[src/baud_pkg.sv]
package baud_pkg;

  // ==========================================================
  // register map (plain port)
  // ==========================================================
  localparam int ADDR_W = 3;
  localparam logic [2:0] ADDR_DIV_LOW = 3'h0;
  localparam logic [2:0] ADDR_DIV_HIGH = 3'h1;
  localparam logic [2:0] ADDR_MODEM_CTRL = 3'h2;
  localparam logic [2:0] ADDR_ENH_FEAT = 3'h3;
  localparam logic [2:0] ADDR_ICR_INDEX = 3'h4;
  localparam logic [2:0] ADDR_ICR_DATA = 3'h5;

  // indexed control set
  localparam logic [7:0] IDX_PRESCALER = 8'h01;
  localparam logic [7:0] IDX_OVERSAMPLE = 8'h02;
  localparam logic [7:0] IDX_CLOCK_SEL = 8'h03;

  // ==========================================================
  // field positions
  // ==========================================================
  localparam int PRESCALER_EN_BIT = 7;
  localparam int ENH_MODE_BIT = 4;
  localparam int TX_ISO_BIT = 7;
  localparam int RX_ISO_BIT = 3;
  localparam int MCR_LOCK_LSB = 5;

  // ==========================================================
  // values after reset
  // ==========================================================
  localparam logic [7:0] DIV_LOW_RESET = 8'h01;
  localparam logic [7:0] DIV_HIGH_RESET = 8'h00;
  localparam logic [7:0] MODEM_CTRL_RESET = 8'h00;
  localparam logic [7:0] ENH_FEAT_RESET = 8'h00;
  localparam logic [7:0] ICR_INDEX_RESET = 8'h00;
  localparam logic [7:0] PRESCALER_RESET = 8'h08;
  localparam logic [3:0] OVERSAMPLE_RESET = 4'h0;
  localparam logic [7:0] CLOCK_SEL_RESET = 8'h00;

  // ==========================================================
  // counts
  // ==========================================================
  localparam logic [4:0] DEFAULT_SAMPLES = 5'h10;
  localparam int FRAC_STEPS = 8;

  typedef struct packed {
    logic [ADDR_W-1:0] addr;
    logic [7:0] wrData;
    logic write;
    logic read;
  } regReq_s;

endpackage : baud_pkg

[src/uart_baud_rate_generator.sv]
`timescale 1ns/1ns
// Functional notes
// - divide by 16-bit divisor 1..65535, low byte plus 256 times high byte
// - bit rate equals clock over samples times divisor times prescaler
// - enabled prescaler divides by M+N/8, M bits 7:3, N bits 2:0
// - prescaler-enable clear means divide by one regardless of ratio
// - after reset prescaler bypassed and oversample register zero, 16 per bit
// - oversample codes 0..3 give 16, codes 4..15 give their value
// - oversample bits 7:4 unused and read as zero
// - oversample reads return last written low nibble in every mode
// - writing 0x01, 0x10 or 0x11 gives 16x, never isochronous
// - isochronous path ignores sampling setting; its ticks are held off
// - oversample setting works with or without enhanced mode
// - prescaler-enable writable only in enhanced mode; software sets enhanced first
// - prescaler ratio sits at index 0x01 of indexed set
// - oversample count sits at index 0x02 of indexed set
// - chain correct for any reference clock 1.8432 to 60 MHz
// - tx and rx enter isochronous by clock-select bits 7 and 3
// - modem-control bits 7:5 ignore writes while enhanced mode is off
module uart_baud_rate_generator (
  input wire logic clk_sys,
  input wire logic reset_n,
  input wire logic clkEnable,
  input wire baud_pkg::regReq_s regReq,
  output logic [7:0] regRdData,
  output logic txSampleTick,
  output logic rxSampleTick,
  output logic txBitTick,
  output logic rxBitTick,
  output logic txIsochronous,
  output logic rxIsochronous
);
  import baud_pkg::*;

  // ==========================================================
  // registers
  // ==========================================================
  logic [7:0] divisorLow;
  logic [7:0] divisorHigh;
  logic [7:0] modemControl;
  logic [7:0] enhancedFeatures;
  logic [7:0] icrIndex;
  logic [7:0] prescalerRatio;
  logic [3:0] oversampleCount;
  logic [7:0] clockSelect;
  logic wrEn;
  logic rdEn;
  logic icrWrite;
  logic enhancedMode;
  logic prescalerEnable;

  assign wrEn = regReq.write && clkEnable;
  assign rdEn = regReq.read && clkEnable;
  assign icrWrite = wrEn && (regReq.addr == ADDR_ICR_DATA);
  assign enhancedMode = enhancedFeatures[ENH_MODE_BIT];
  assign prescalerEnable = modemControl[PRESCALER_EN_BIT];

  always_ff @(posedge clk_sys or negedge reset_n)
  begin
    if (!reset_n)
    begin
      divisorLow <= DIV_LOW_RESET;
      divisorHigh <= DIV_HIGH_RESET;
      enhancedFeatures <= ENH_FEAT_RESET;
      icrIndex <= ICR_INDEX_RESET;
    end
    else if (wrEn)
    begin
      case (regReq.addr)
        ADDR_DIV_LOW: divisorLow <= regReq.wrData;
        ADDR_DIV_HIGH: divisorHigh <= regReq.wrData;
        ADDR_ENH_FEAT: enhancedFeatures <= regReq.wrData;
        ADDR_ICR_INDEX: icrIndex <= regReq.wrData;
        default: ;
      endcase
    end
  end

  // upper modem bits locked outside enhanced mode
  always_ff @(posedge clk_sys or negedge reset_n)
  begin
    if (!reset_n)
      modemControl <= MODEM_CTRL_RESET;
    else if (wrEn && regReq.addr == ADDR_MODEM_CTRL)
    begin
      modemControl[MCR_LOCK_LSB-1:0] <= regReq.wrData[MCR_LOCK_LSB-1:0];
      if (enhancedMode)
        modemControl[7:MCR_LOCK_LSB] <= regReq.wrData[7:MCR_LOCK_LSB];
    end
  end

  always_ff @(posedge clk_sys or negedge reset_n)
  begin
    if (!reset_n)
    begin
      prescalerRatio <= PRESCALER_RESET;
      oversampleCount <= OVERSAMPLE_RESET;
      clockSelect <= CLOCK_SEL_RESET;
    end
    else if (icrWrite)
    begin
      case (icrIndex)
        IDX_PRESCALER: prescalerRatio <= regReq.wrData;
        IDX_OVERSAMPLE: oversampleCount <= regReq.wrData[3:0];
        IDX_CLOCK_SEL: clockSelect <= regReq.wrData;
        default: ;
      endcase
    end
  end

  // read data valid in the cycle after the strobe, and held while the enable is low
  always_ff @(posedge clk_sys or negedge reset_n)
  begin
    if (!reset_n)
      regRdData <= 8'h00;
    else if (!clkEnable)
      regRdData <= regRdData;
    else if (!regReq.read)
      regRdData <= 8'h00;
    else
    begin
      case (regReq.addr)
        ADDR_DIV_LOW: regRdData <= divisorLow;
        ADDR_DIV_HIGH: regRdData <= divisorHigh;
        ADDR_MODEM_CTRL: regRdData <= modemControl;
        ADDR_ENH_FEAT: regRdData <= enhancedFeatures;
        ADDR_ICR_INDEX: regRdData <= icrIndex;
        ADDR_ICR_DATA:
        begin
          case (icrIndex)
            IDX_PRESCALER: regRdData <= prescalerRatio;
            IDX_OVERSAMPLE: regRdData <= {4'h0, oversampleCount};
            IDX_CLOCK_SEL: regRdData <= clockSelect;
            default: regRdData <= 8'h00;
          endcase
        end
        default: regRdData <= 8'h00;
      endcase
    end
  end

  // ==========================================================
  // fractional prescaler
  // ==========================================================
  // M of zero is taken as one so the chain never stalls
  logic [5:0] mInt;
  logic [2:0] nFrac;
  logic [2:0] fracAcc;
  logic [3:0] fracSum;
  logic [5:0] prePeriod;
  logic [5:0] preCount;
  logic preTick;

  assign mInt = (prescalerRatio[7:3] == 5'h00) ? 6'h01 : {1'b0, prescalerRatio[7:3]};
  assign nFrac = prescalerRatio[2:0];
  assign fracSum = {1'b0, fracAcc} + {1'b0, nFrac};
  assign prePeriod = mInt + {5'h00, fracSum[3]};
  assign preTick = clkEnable && (!prescalerEnable || preCount >= prePeriod - 6'h01);

  always_ff @(posedge clk_sys or negedge reset_n)
  begin
    if (!reset_n)
    begin
      preCount <= 6'h00;
      fracAcc <= 3'h0;
    end
    else if (clkEnable)
    begin
      if (!prescalerEnable)
      begin
        preCount <= 6'h00;
        fracAcc <= 3'h0;
      end
      else if (preTick)
      begin
        preCount <= 6'h00;
        fracAcc <= fracSum[2:0];
      end
      else
        preCount <= preCount + 6'h01;
    end
  end

  // ==========================================================
  // divisor latch stage
  // ==========================================================
  // a divisor of zero is outside the legal range and stops the ticks
  logic [15:0] divisor;
  logic [15:0] divCount;
  logic divTick;

  assign divisor = {divisorHigh, divisorLow};
  assign divTick = preTick && (divisor != 16'h0000) && (divCount >= divisor - 16'h0001);

  always_ff @(posedge clk_sys or negedge reset_n)
  begin
    if (!reset_n)
      divCount <= 16'h0000;
    else if (preTick)
    begin
      if (divTick || divisor == 16'h0000)
        divCount <= 16'h0000;
      else
        divCount <= divCount + 16'h0001;
    end
  end

  // ==========================================================
  // oversampling stage
  // ==========================================================
  logic [4:0] samplesPerBit;
  logic [4:0] sampleCount;
  logic bitTick;

  // codes below four, including 0x01, fall back to 16x
  assign samplesPerBit = (oversampleCount[3:2] == 2'b00) ?
    DEFAULT_SAMPLES : {1'b0, oversampleCount};
  assign bitTick = divTick && (sampleCount >= samplesPerBit - 5'h01);

  always_ff @(posedge clk_sys or negedge reset_n)
  begin
    if (!reset_n)
      sampleCount <= 5'h00;
    else if (divTick)
    begin
      if (bitTick)
        sampleCount <= 5'h00;
      else
        sampleCount <= sampleCount + 5'h01;
    end
  end

  // ==========================================================
  // outputs
  // ==========================================================
  // isochronous paths run on their 1x clock elsewhere, so their ticks stay low
  always_ff @(posedge clk_sys or negedge reset_n)
  begin
    if (!reset_n)
    begin
      txSampleTick <= 1'b0;
      rxSampleTick <= 1'b0;
      txBitTick <= 1'b0;
      rxBitTick <= 1'b0;
      txIsochronous <= 1'b0;
      rxIsochronous <= 1'b0;
    end
    else if (clkEnable)
    begin
      txIsochronous <= clockSelect[TX_ISO_BIT];
      rxIsochronous <= clockSelect[RX_ISO_BIT];
      txSampleTick <= divTick && !clockSelect[TX_ISO_BIT];
      rxSampleTick <= divTick && !clockSelect[RX_ISO_BIT];
      txBitTick <= bitTick && !clockSelect[TX_ISO_BIT];
      rxBitTick <= bitTick && !clockSelect[RX_ISO_BIT];
    end
  end

  // ==========================================================
  // checking helpers
  // ==========================================================
  // gaps are only trusted once a full bit passes with no register write
  logic cfgDirty;
  logic [5:0] preGap;
  logic [16:0] divGap;
  logic [4:0] sampleGap;
  logic [31:0] clockGap;

  always_ff @(posedge clk_sys or negedge reset_n)
  begin
    if (!reset_n)
      cfgDirty <= 1'b1;
    else if (wrEn)
      cfgDirty <= 1'b1;
    else if (bitTick)
      cfgDirty <= 1'b0;
  end

  always_ff @(posedge clk_sys or negedge reset_n)
  begin
    if (!reset_n)
    begin
      preGap <= 6'h01;
      clockGap <= 32'h0000_0001;
    end
    else if (clkEnable)
    begin
      preGap <= preTick ? 6'h01 : preGap + 6'h01;
      clockGap <= bitTick ? 32'h0000_0001 : clockGap + 32'h0000_0001;
    end
  end

  always_ff @(posedge clk_sys or negedge reset_n)
  begin
    if (!reset_n)
    begin
      divGap <= 17'h0_0001;
      sampleGap <= 5'h01;
    end
    else
    begin
      if (divTick)
        divGap <= 17'h0_0001;
      else if (preTick)
        divGap <= divGap + 17'h0_0001;
      if (bitTick)
        sampleGap <= 5'h01;
      else if (divTick)
        sampleGap <= sampleGap + 5'h01;
    end
  end

  // ==========================================================
  // assertions
  // ==========================================================
  property p_bypass_every_cycle;
    @(posedge clk_sys) disable iff (!reset_n)
    (clkEnable && !prescalerEnable && divisor == 16'h0001 && !clockSelect[TX_ISO_BIT]) |=> txSampleTick;
  endproperty
  a_bypass_every_cycle: assert property (p_bypass_every_cycle)
    else $error("bypassed prescaler missed a cycle");

  property p_prescale_gap;
    @(posedge clk_sys) disable iff (!reset_n)
    (preTick && prescalerEnable && !cfgDirty) |->
      (preGap >= mInt) && (preGap <= mInt + 6'h01) && (nFrac != 3'h0 || preGap == mInt);
  endproperty
  a_prescale_gap: assert property (p_prescale_gap)
    else $error("prescaler period is not M or M+1");

  property p_divisor_gap;
    @(posedge clk_sys) disable iff (!reset_n)
    (divTick && !cfgDirty) |-> divGap == {1'b0, divisor};
  endproperty
  a_divisor_gap: assert property (p_divisor_gap)
    else $error("sample tick spacing differs from divisor");

  property p_samples_gap;
    @(posedge clk_sys) disable iff (!reset_n)
    (bitTick && !cfgDirty) |-> sampleGap == samplesPerBit;
  endproperty
  a_samples_gap: assert property (p_samples_gap)
    else $error("bit tick spacing differs from sample count");

  property p_low_codes_16x;
    @(posedge clk_sys) disable iff (!reset_n)
    (bitTick && !cfgDirty && oversampleCount[3:2] == 2'b00) |-> sampleGap == 5'h10;
  endproperty
  a_low_codes_16x: assert property (p_low_codes_16x)
    else $error("low oversample code did not give 16");

  property p_bit_rate;
    @(posedge clk_sys) disable iff (!reset_n)
    (bitTick && !cfgDirty && (!prescalerEnable || nFrac == 3'h0)) |->
      clockGap == 32'(samplesPerBit) * 32'(divisor) * (prescalerEnable ? 32'(mInt) : 32'd1);
  endproperty
  a_bit_rate: assert property (p_bit_rate)
    else $error("bit period is not samples times divisor times prescaler");

  property p_tcr_read;
    @(posedge clk_sys) disable iff (!reset_n)
    (rdEn && regReq.addr == ADDR_ICR_DATA && icrIndex == IDX_OVERSAMPLE) |=>
      regRdData == {4'h0, $past(oversampleCount)};
  endproperty
  a_tcr_read: assert property (p_tcr_read)
    else $error("oversample read does not match last write");

  property p_tcr_upper_zero;
    @(posedge clk_sys) disable iff (!reset_n)
    (rdEn && regReq.addr == ADDR_ICR_DATA && icrIndex == IDX_OVERSAMPLE) |=>
      regRdData[7:4] == 4'h0;
  endproperty
  a_tcr_upper_zero: assert property (p_tcr_upper_zero)
    else $error("oversample upper nibble not zero");

  property p_mcr_locked;
    @(posedge clk_sys) disable iff (!reset_n)
    (wrEn && regReq.addr == ADDR_MODEM_CTRL && !enhancedMode) |=>
      $stable(modemControl[7:5]);
  endproperty
  a_mcr_locked: assert property (p_mcr_locked)
    else $error("locked modem bits changed outside enhanced mode");

  property p_iso_quiet;
    @(posedge clk_sys) disable iff (!reset_n)
    (txIsochronous && $stable(txIsochronous)) |-> !txBitTick && !txSampleTick;
  endproperty
  a_iso_quiet: assert property (p_iso_quiet)
    else $error("tick seen on isochronous transmit path");

endmodule : uart_baud_rate_generator
[config.mk]
export PLATFORM = sky130hd
export DESIGN_NAME = uart_baud_rate_generator
export DESIGN_NICKNAME = d
export VERILOG_FILES = /design/src/baud_pkg.sv /design/src/uart_baud_rate_generator.sv
export SDC_FILE = /design/constraint.sdc
export NUM_CORES = 1
export LEC_CHECK = 0
export ABC_AREA = 0
export BUFFER_PORTS_ARGS = -buffer_cell sky130_fd_sc_hd__buf_2
export CORE_UTILIZATION = 60
export DETAILED_ROUTE_END_ITERATION = 10
export PLACE_DENSITY_LB_ADDON = 0.2
export SLEW_MARGIN = 20
export SYNTH_ARGS = -nofsm -noshare
export SYNTH_HDL_FRONTEND = slang
export SYNTH_SLANG_ARGS = --single-unit
[constraint.sdc]
create_clock -name clk_sys -period 4.3 [get_ports clk_sys]
set_input_delay 0.86 -clock clk_sys [delete_from_list [all_inputs] [get_ports clk_sys]]
set_output_delay 0.86 -clock clk_sys [all_outputs]
set_load 0.05 [all_outputs]
==> key figures, run 1 <==
Power and ir drop
  – Clock power frac: 21.7%
  – P_int: 1780 uW
  – Leak Pwr: 0.00280 uW
  – Sw frac: 36.8%
  – P per Cell Area: 450 nW/um^2
  – Combinational power share: 29.9%
  – Sequential Power Share: 48.5%
  – Worst VDD drop: 0.350 mV
  – Sw Pwr: 1040 uW
  – Tot Pwr: 2820 uW

GRT
  – Largest net degree at the start of global routing: 79
  – Vias in the first global route: 4029
  – First-pass GRT wire length: 21100 um
  – GRT overflow: 0
  – GRT Total Usage: 27.6%
  – Initial antenna violation count: 0

STA
  – Clk_skew: 0.00778 ns
  – Worst hold slack: 0.496 ns
  – Unrepaired setup endpoints after global routing: false
  – Fin Setup TNS: 0 ns
  – Tmin final: 3.99 ns
  – Max Clock Freq: 251 MHz
  – Slew margin rel.: 35.4%
  – Max Slew Vio Count: 0
  – Fin. Hold Viols: 0
  – Worst slew pin tran: 0.968 ns
  – Part of the cycle the worst path needs: 92.8%
  – Setup violators final: 0

Detailed routing
  – First-pass DRT Iterations: 5
  – Wirelength per Cell: 18.8 um
  – Vias/cell: 6.06
  – DRC Markers: 0
  – Remaining antenna violation count: 0
  – DR iter-0 viols: 184
  – Via Count: 4027
  – Drt total wl: 12500 um

Layout
  – Layout cells sized above 1: 27.4%
  – Non-filler cells, final: 665
  – Final nets: 585
  – Area Growth Syn to Fin: 8.08%
  – # diodes: 0
  – Filler cell count: 734
  – Post-Route Utilization: 67.4%

Floorplan
  – Die area: 10100 sq um
  – Die Span X: 100 um
  – Rows: 35
  – Die H: 100 um
  – Core area: 9280 sq um
  – Initial Util: 62.4%
  – Num ports: 30

Outcome
  – Run status: complete, no violations

Synthesis
  – Mean Syn Cell Area: 11.5 sq um
  – Top cells by area, synth: dfrtp_1, mux2_2, ha_1, mux4_2, xor2_1
  – Post-Syn Nets: 557
  – Post-synthesis sequential area ratio: 45.0%
  – Number of synthesized register bits: 104
  – Mapped cell area: 5790 sq um
  – Netlist cell types: 56
  – Area leader, netlist: dfrtp_1
  – Yosys warnings: 0
  – Share of the synthesized area in the top cell type: 44.1%
  – Post-Syn Instances: 503
  – Post-synth ARST share: 100%
  – Post-synth top flop: dfrtp_1
  – Post-synth EDFFs: 0

Clocking
  – Clock Tree Buf Depth: 2
  – Post-CTS setup buffers: 0
  – Cts repair resizes: 0
  – Total CTS buffers: 9
  – Sink Count: 104
  – Clk slew on worst S/H paths: 0.11 ns
  – TritonCTS clock tree: yes
  – Hold-fix buffers, CTS: 0
  – H-Tree Depth: 3
  – Root Driver: clkbuf_8
  – Worst-skew pair later-pin latency: 0.38 ns

Critical path
  – CP max stage delay: 0.57 ns
  – Req. time, crit path: 4.57 ns
  – Crit Path Class: reg2reg
  – Worst setup SP type: flop
  – Crit path cell chain: or4_4 -> or3_4 -> nor4_1 -> xnor2_1 -> ha_1 -> nand4_1 -> nor3_1 -> nor4b_1 -> a211oi_2 -> or2_2 -> a221o_1
  – Worst-path fanout max: 9
  – CP max stage cell: or4_4
  – Kind of end point of the critical path: flop
  – Worst Path Arrival: 4.26 ns

Place
  – HPWL after DPL: 9290 um
  – Placed cells: 649
  – Placer Congestion: 0.856
  – Count of input and output buffers: 29

Run
  – Max_cap viols: 0

Worst hold path
  – Hold Crit Class: reg2reg
-- metrics by stage --
step | area (sq um) | worst slack, ns
2_1_floorplan | 5790 | 0.611
3_3_place_gp | 6050 | 0.439
3_5_place_dp | 6050 | 0.307
4_1_cts | 6250 | 0.295
5_1_grt | 6260 | 0.112
6_report | 6260 | 0.309
-- cells by family (layout without fill, tap and decap cells) --
logic type	Yosys count	count (layout)	share of synthesized area (%)
multiplexers	77	77	16.5
XOR/XNOR	37	37	5.60
buffers and inverters	35	68	2.53
AO/OA/AOI/OAI	64	64	7.93
AND/OR/NAND/NOR	148	148	14.1
flip-flops	104	104	45.0
adder cells (fa/ha/maj)	38	38	8.34
-- per-layer routing --
layer	global-route usage, %	up-vias	routed length, um
met1	38.0	2006	5770
met3	4.67	17	502
li1	-	1917	-
met2	45.5	87	6060
met4	7.69	0	177
met5	0	-	0
-- worst max-delay path: cells and delay by family (launching register included) --
kind | cells | cell delay (ns)
XOR/XNOR | 1 | 0.13
flip-flops | 1 | 0.45
AND/OR/NAND/NOR | 7 | 2.47
adder cells (fa/ha/maj) | 1 | 0.31
AO/OA/AOI/OAI | 2 | 0.54
-- final timing paths --
check	cells after the start	endpoint	startpoint	slack, ns
setup / recovery	11	sampleCount[2]	divisorLow[7]	0.31
hold / removal	1	regRdData[4]	regRdData[4]	0.50
setup reg to reg	11	sampleCount[2]	divisorLow[7]	0.31
hold reg to reg	1	regRdData[4]	regRdData[4]	0.50
max in group asynchronous	2	enhancedFeatures[0]	reset_n	2.77
min in group asynchronous	1	divCount[2]	reset_n	0.63
-- registers in the layout, indices dropped and copies added (netlist names), 5 cells and up --
register	flops
clockSelect	8
divCount	16
divisorHigh	8
divisorLow	8
enhancedFeatures	8
icrIndex	8
modemControl	8
preCount	6
prescalerRatio	8
regRdData	8
sampleCount	5
-- cells in the final DEF, fill, tap and decap left out, types with 9 or more instances in the layout --
cell,Yosys,layout
nand2_1,24,24
o2bb2ai_1,10,10
o21ai_0,15,15
nor3_1,10,10
ha_1,37,37
xor2_1,20,20
inv_1,19,19
mux2_2,67,67
dfrtp_1,102,102
nand4_1,12,12
a21oi_1,9,9
nor2_2,10,10
buf_2,0,28
nor2_1,30,30
nand3_1,23,23
clkbuf_8,0,10
xnor2_1,17,17
-- synth_stat cells (all sizes together) (3+ instances only) --
master and n:
a221oi 4, inv 19, xnor2 17, clkbuf 10
mux2 67, a222oi 4, nand3 23, nor2 40
buf 5, or3 8, ha 37, nand2 25
nor2b 3, a21oi 10, nor4 7, and3 4
nor3 12, o2bb2ai 10, nand4 12, a22oi 4
dfrtp 102, o21ai 16, a221o 3, mux4 8
xor2 20
-- power groups by stage --
stage | Clock (uW) | Sequential (uW) | Combinational, uW
5_1_grt | 655 | 1390 | 949
3_3_place_gp | 0 | 1370 | 797
6_report | 611 | 1370 | 842
2_1_floorplan | 0 | 1340 | 616
3_5_place_dp | 0 | 1380 | 840
4_1_cts | 624 | 1360 | 846
-- area by class of cell --
cell class / count / area, sq um / area share (%)
inverter: 20 / 75.1 / 1.20
clock buffer: 10 / 138 / 2.20
multi-input combinational: 364 / 3050 / 48.7
clock inverter: 6 / 61.3 / 0.979
timing repair buffer: 32 / 170 / 2.72
sequential: 104 / 2610 / 41.6
tap: 129 / 161 / 2.58
Power figures use the tool's default switching activity.
==> run 2: changes to the inputs <==
--- a/config.mk
+++ b/config.mk
@@ -9,7 +9,9 @@
 export BUFFER_PORTS_ARGS = -buffer_cell sky130_fd_sc_hd__buf_2
 export CORE_UTILIZATION = 60
 export DETAILED_ROUTE_END_ITERATION = 10
+export GPL_ROUTABILITY_DRIVEN = 0
 export PLACE_DENSITY_LB_ADDON = 0.2
+export RECOVER_POWER = 50
 export SLEW_MARGIN = 20
 export SYNTH_ARGS = -nofsm -noshare
 export SYNTH_HDL_FRONTEND = slang
==> key figures, run 2 (synthesized netlist as in run 1, its figures left out) <==
Critical path
  – CP max stage cell: or4_4
  – Reg-to-Reg Start: divisorLow[7]
  – Crit Path Class: reg2reg
  – FF-to-FF setup slack: 0.31 ns
  – Reg2reg path depth: 11
  – Req. time, crit path: 4.57 ns
  – Reg2reg end: sampleCount[2]
  – Crit path cell chain: or4_4 -> or3_4 -> nor4_1 -> xnor2_1 -> ha_1 -> nand4_1 -> nor3_1 -> nor4b_1 -> a211oi_2 -> or2_2 -> a221o_1
  – Worst-path fanout max: 9
  – Crit. Startpoint: divisorLow[7]
  – Worst Path Arrival: 4.26 ns
  – Worst setup SP type: flop
  – CP max stage delay: 0.57 ns
  – Kind of end point of the critical path: flop
  – Critical Path Sink: sampleCount[2]

Detailed routing
  – DRC Markers: 0
  – Drt total wl: 12500 um
  – Remaining antenna violation count: 0
  – Vias/cell: 6.05
  – First-pass DRT Iterations: 4
  – Via Count: 4020
  – Wirelength per Cell: 18.8 um
  – DR iter-0 viols: 179

GRT
  – First-pass GRT wire length: 21100 um
  – Initial antenna violation count: 0
  – Vias in the first global route: 4029
  – Largest net degree at the start of global routing: 79
  – GRT overflow: 0
  – GRT Total Usage: 27.6%

Run
  – Max_cap viols: 1

STA
  – Clk_skew: 0.00747 ns
  – Part of the cycle the worst path needs: 92.9%
  – Tmin final: 3.99 ns
  – Slew margin rel.: -26.7%
  – Max Slew Vio Count: 79
  – Fin Setup TNS: 0 ns
  – Unrepaired setup endpoints after global routing: false
  – Worst slew pin tran: 1.90 ns
  – Setup violators final: 0
  – Max Clock Freq: 250 MHz
  – Fin. Hold Viols: 0

Power and ir drop
  – Worst VDD drop: 0.350 mV
  – P per Cell Area: 451 nW/um^2
  – Tot Pwr: 2820 uW
  – Leak Pwr: 0.00277 uW

Clocking
  – Clk slew on worst S/H paths: 0.11 ns
  – H-Tree Depth: 3
  – Hold-fix buffers, CTS: 0
  – Post-CTS setup buffers: 0
  – Sink Count: 104
  – Worst-skew pair later-pin latency: 0.38 ns
  – Clock Tree Buf Depth: 2
  – Root Driver: clkbuf_8
  – Cts repair resizes: 0
  – TritonCTS clock tree: yes
  – Total CTS buffers: 9

Place
  – HPWL after DPL: 9290 um
  – Count of input and output buffers: 29

Layout
  – Area Growth Syn to Fin: 7.84%
  – # diodes: 0
  – Final nets: 585
  – Most frequent cells in the layout: dfrtp_1, mux2_2, ha_1, nor2_1, nand2_1
  – Layout cells sized above 1: 26.1%
  – Number of flip-flops in the largest register: 16
  – Most common cell after layout, fill and taps aside: dfrtp_1
  – Top reg by flops: divCount

Floorplan
  – Die area: 10100 sq um
  – Core area: 9280 sq um
  – Die H: 100 um
  – Rows: 35
  – Die Span X: 100 um
  – Initial Util: 62.4%
  – Num ports: 30

Outcome
  – Run status: finished, violations left
  – Failing checks: max-capacitance violations, max-slew violations

Worst hold path
  – Hold Crit Class: reg2reg
-- run 2: changes by cell type in the layout (fill, tap and decap cells not counted), sizes merged --
cell	previous run	this run
buf	32	24
clkbuf	10	18
-- run 2: worst max-delay path, delay by kind of cell (launching register included) --
kind                     cells  cell delay, ns
XOR/XNOR                     1            0.13
AND/OR/NAND/NOR              7            2.47
adder cells (fa/ha/maj)      1            0.31
AO/OA/AOI/OAI                2            0.54
flip-flops                   1            0.45
-- run 2: final cells by class --
class	count	area [sq um]
sequential	104	2610
timing repair buffer	32	156
multi-input combinational	364	3050
tap	129	161
clock inverter	6	61.3
clock buffer	10	138
inverter	20	75.1
fill	740	3040
-- run 2: through the flow --
stage	cell area, sq um	util [%]	worst slack, ns	std cells	hold WS, ns
after floorplan	5790	-	0.611	503	0.464
after CTS	6250	67.3	0.295	665	0.499
final	6250	67.3	0.307	665	0.499
after global placement	6050	65.2	0.439	649	0.470
after global routing	6250	67.3	0.112	665	0.506
after detailed placement	6050	65.2	0.307	649	0.474
-- run 2: how the worst min path moves through the flow --
| stage | from | end | slack (ns) | cells past startpoint |
|---|---|---|---|---|
| 2_1_floorplan | clockSelect[3] | rxSampleTick | 0.46 | 1 |
| 3_3_place_gp | regRdData[7] | regRdData[7] | 0.47 | 1 |
| 3_5_place_dp | regRdData[4] | regRdData[4] | 0.47 | 1 |
| 4_1_cts | regRdData[4] | regRdData[4] | 0.50 | 1 |
| 5_1_grt | regRdData[4] | regRdData[4] | 0.51 | 1 |
| 6_report | regRdData[4] | regRdData[4] | 0.50 | 1 |
-- run 2: where the power goes --
part	total, uW	switching [uW]	internal (uW)	leakage, uW
Combinational	839	454	385	0.00133
Sequential	1370	212	1150	0.00134
Clock	611	371	241	0.0000982
-- run 2: per-layer routing --
metal / part of all wire (%) / GRT usage [%] / up-vias
met2: 48 / 45.5 / 73
met1: 46 / 38.0 / 2014
met5: 0 / 0 / -
met3: 3.6 / 4.67 / 19
li1: - / - / 1914
met4: 1.5 / 7.69 / 0
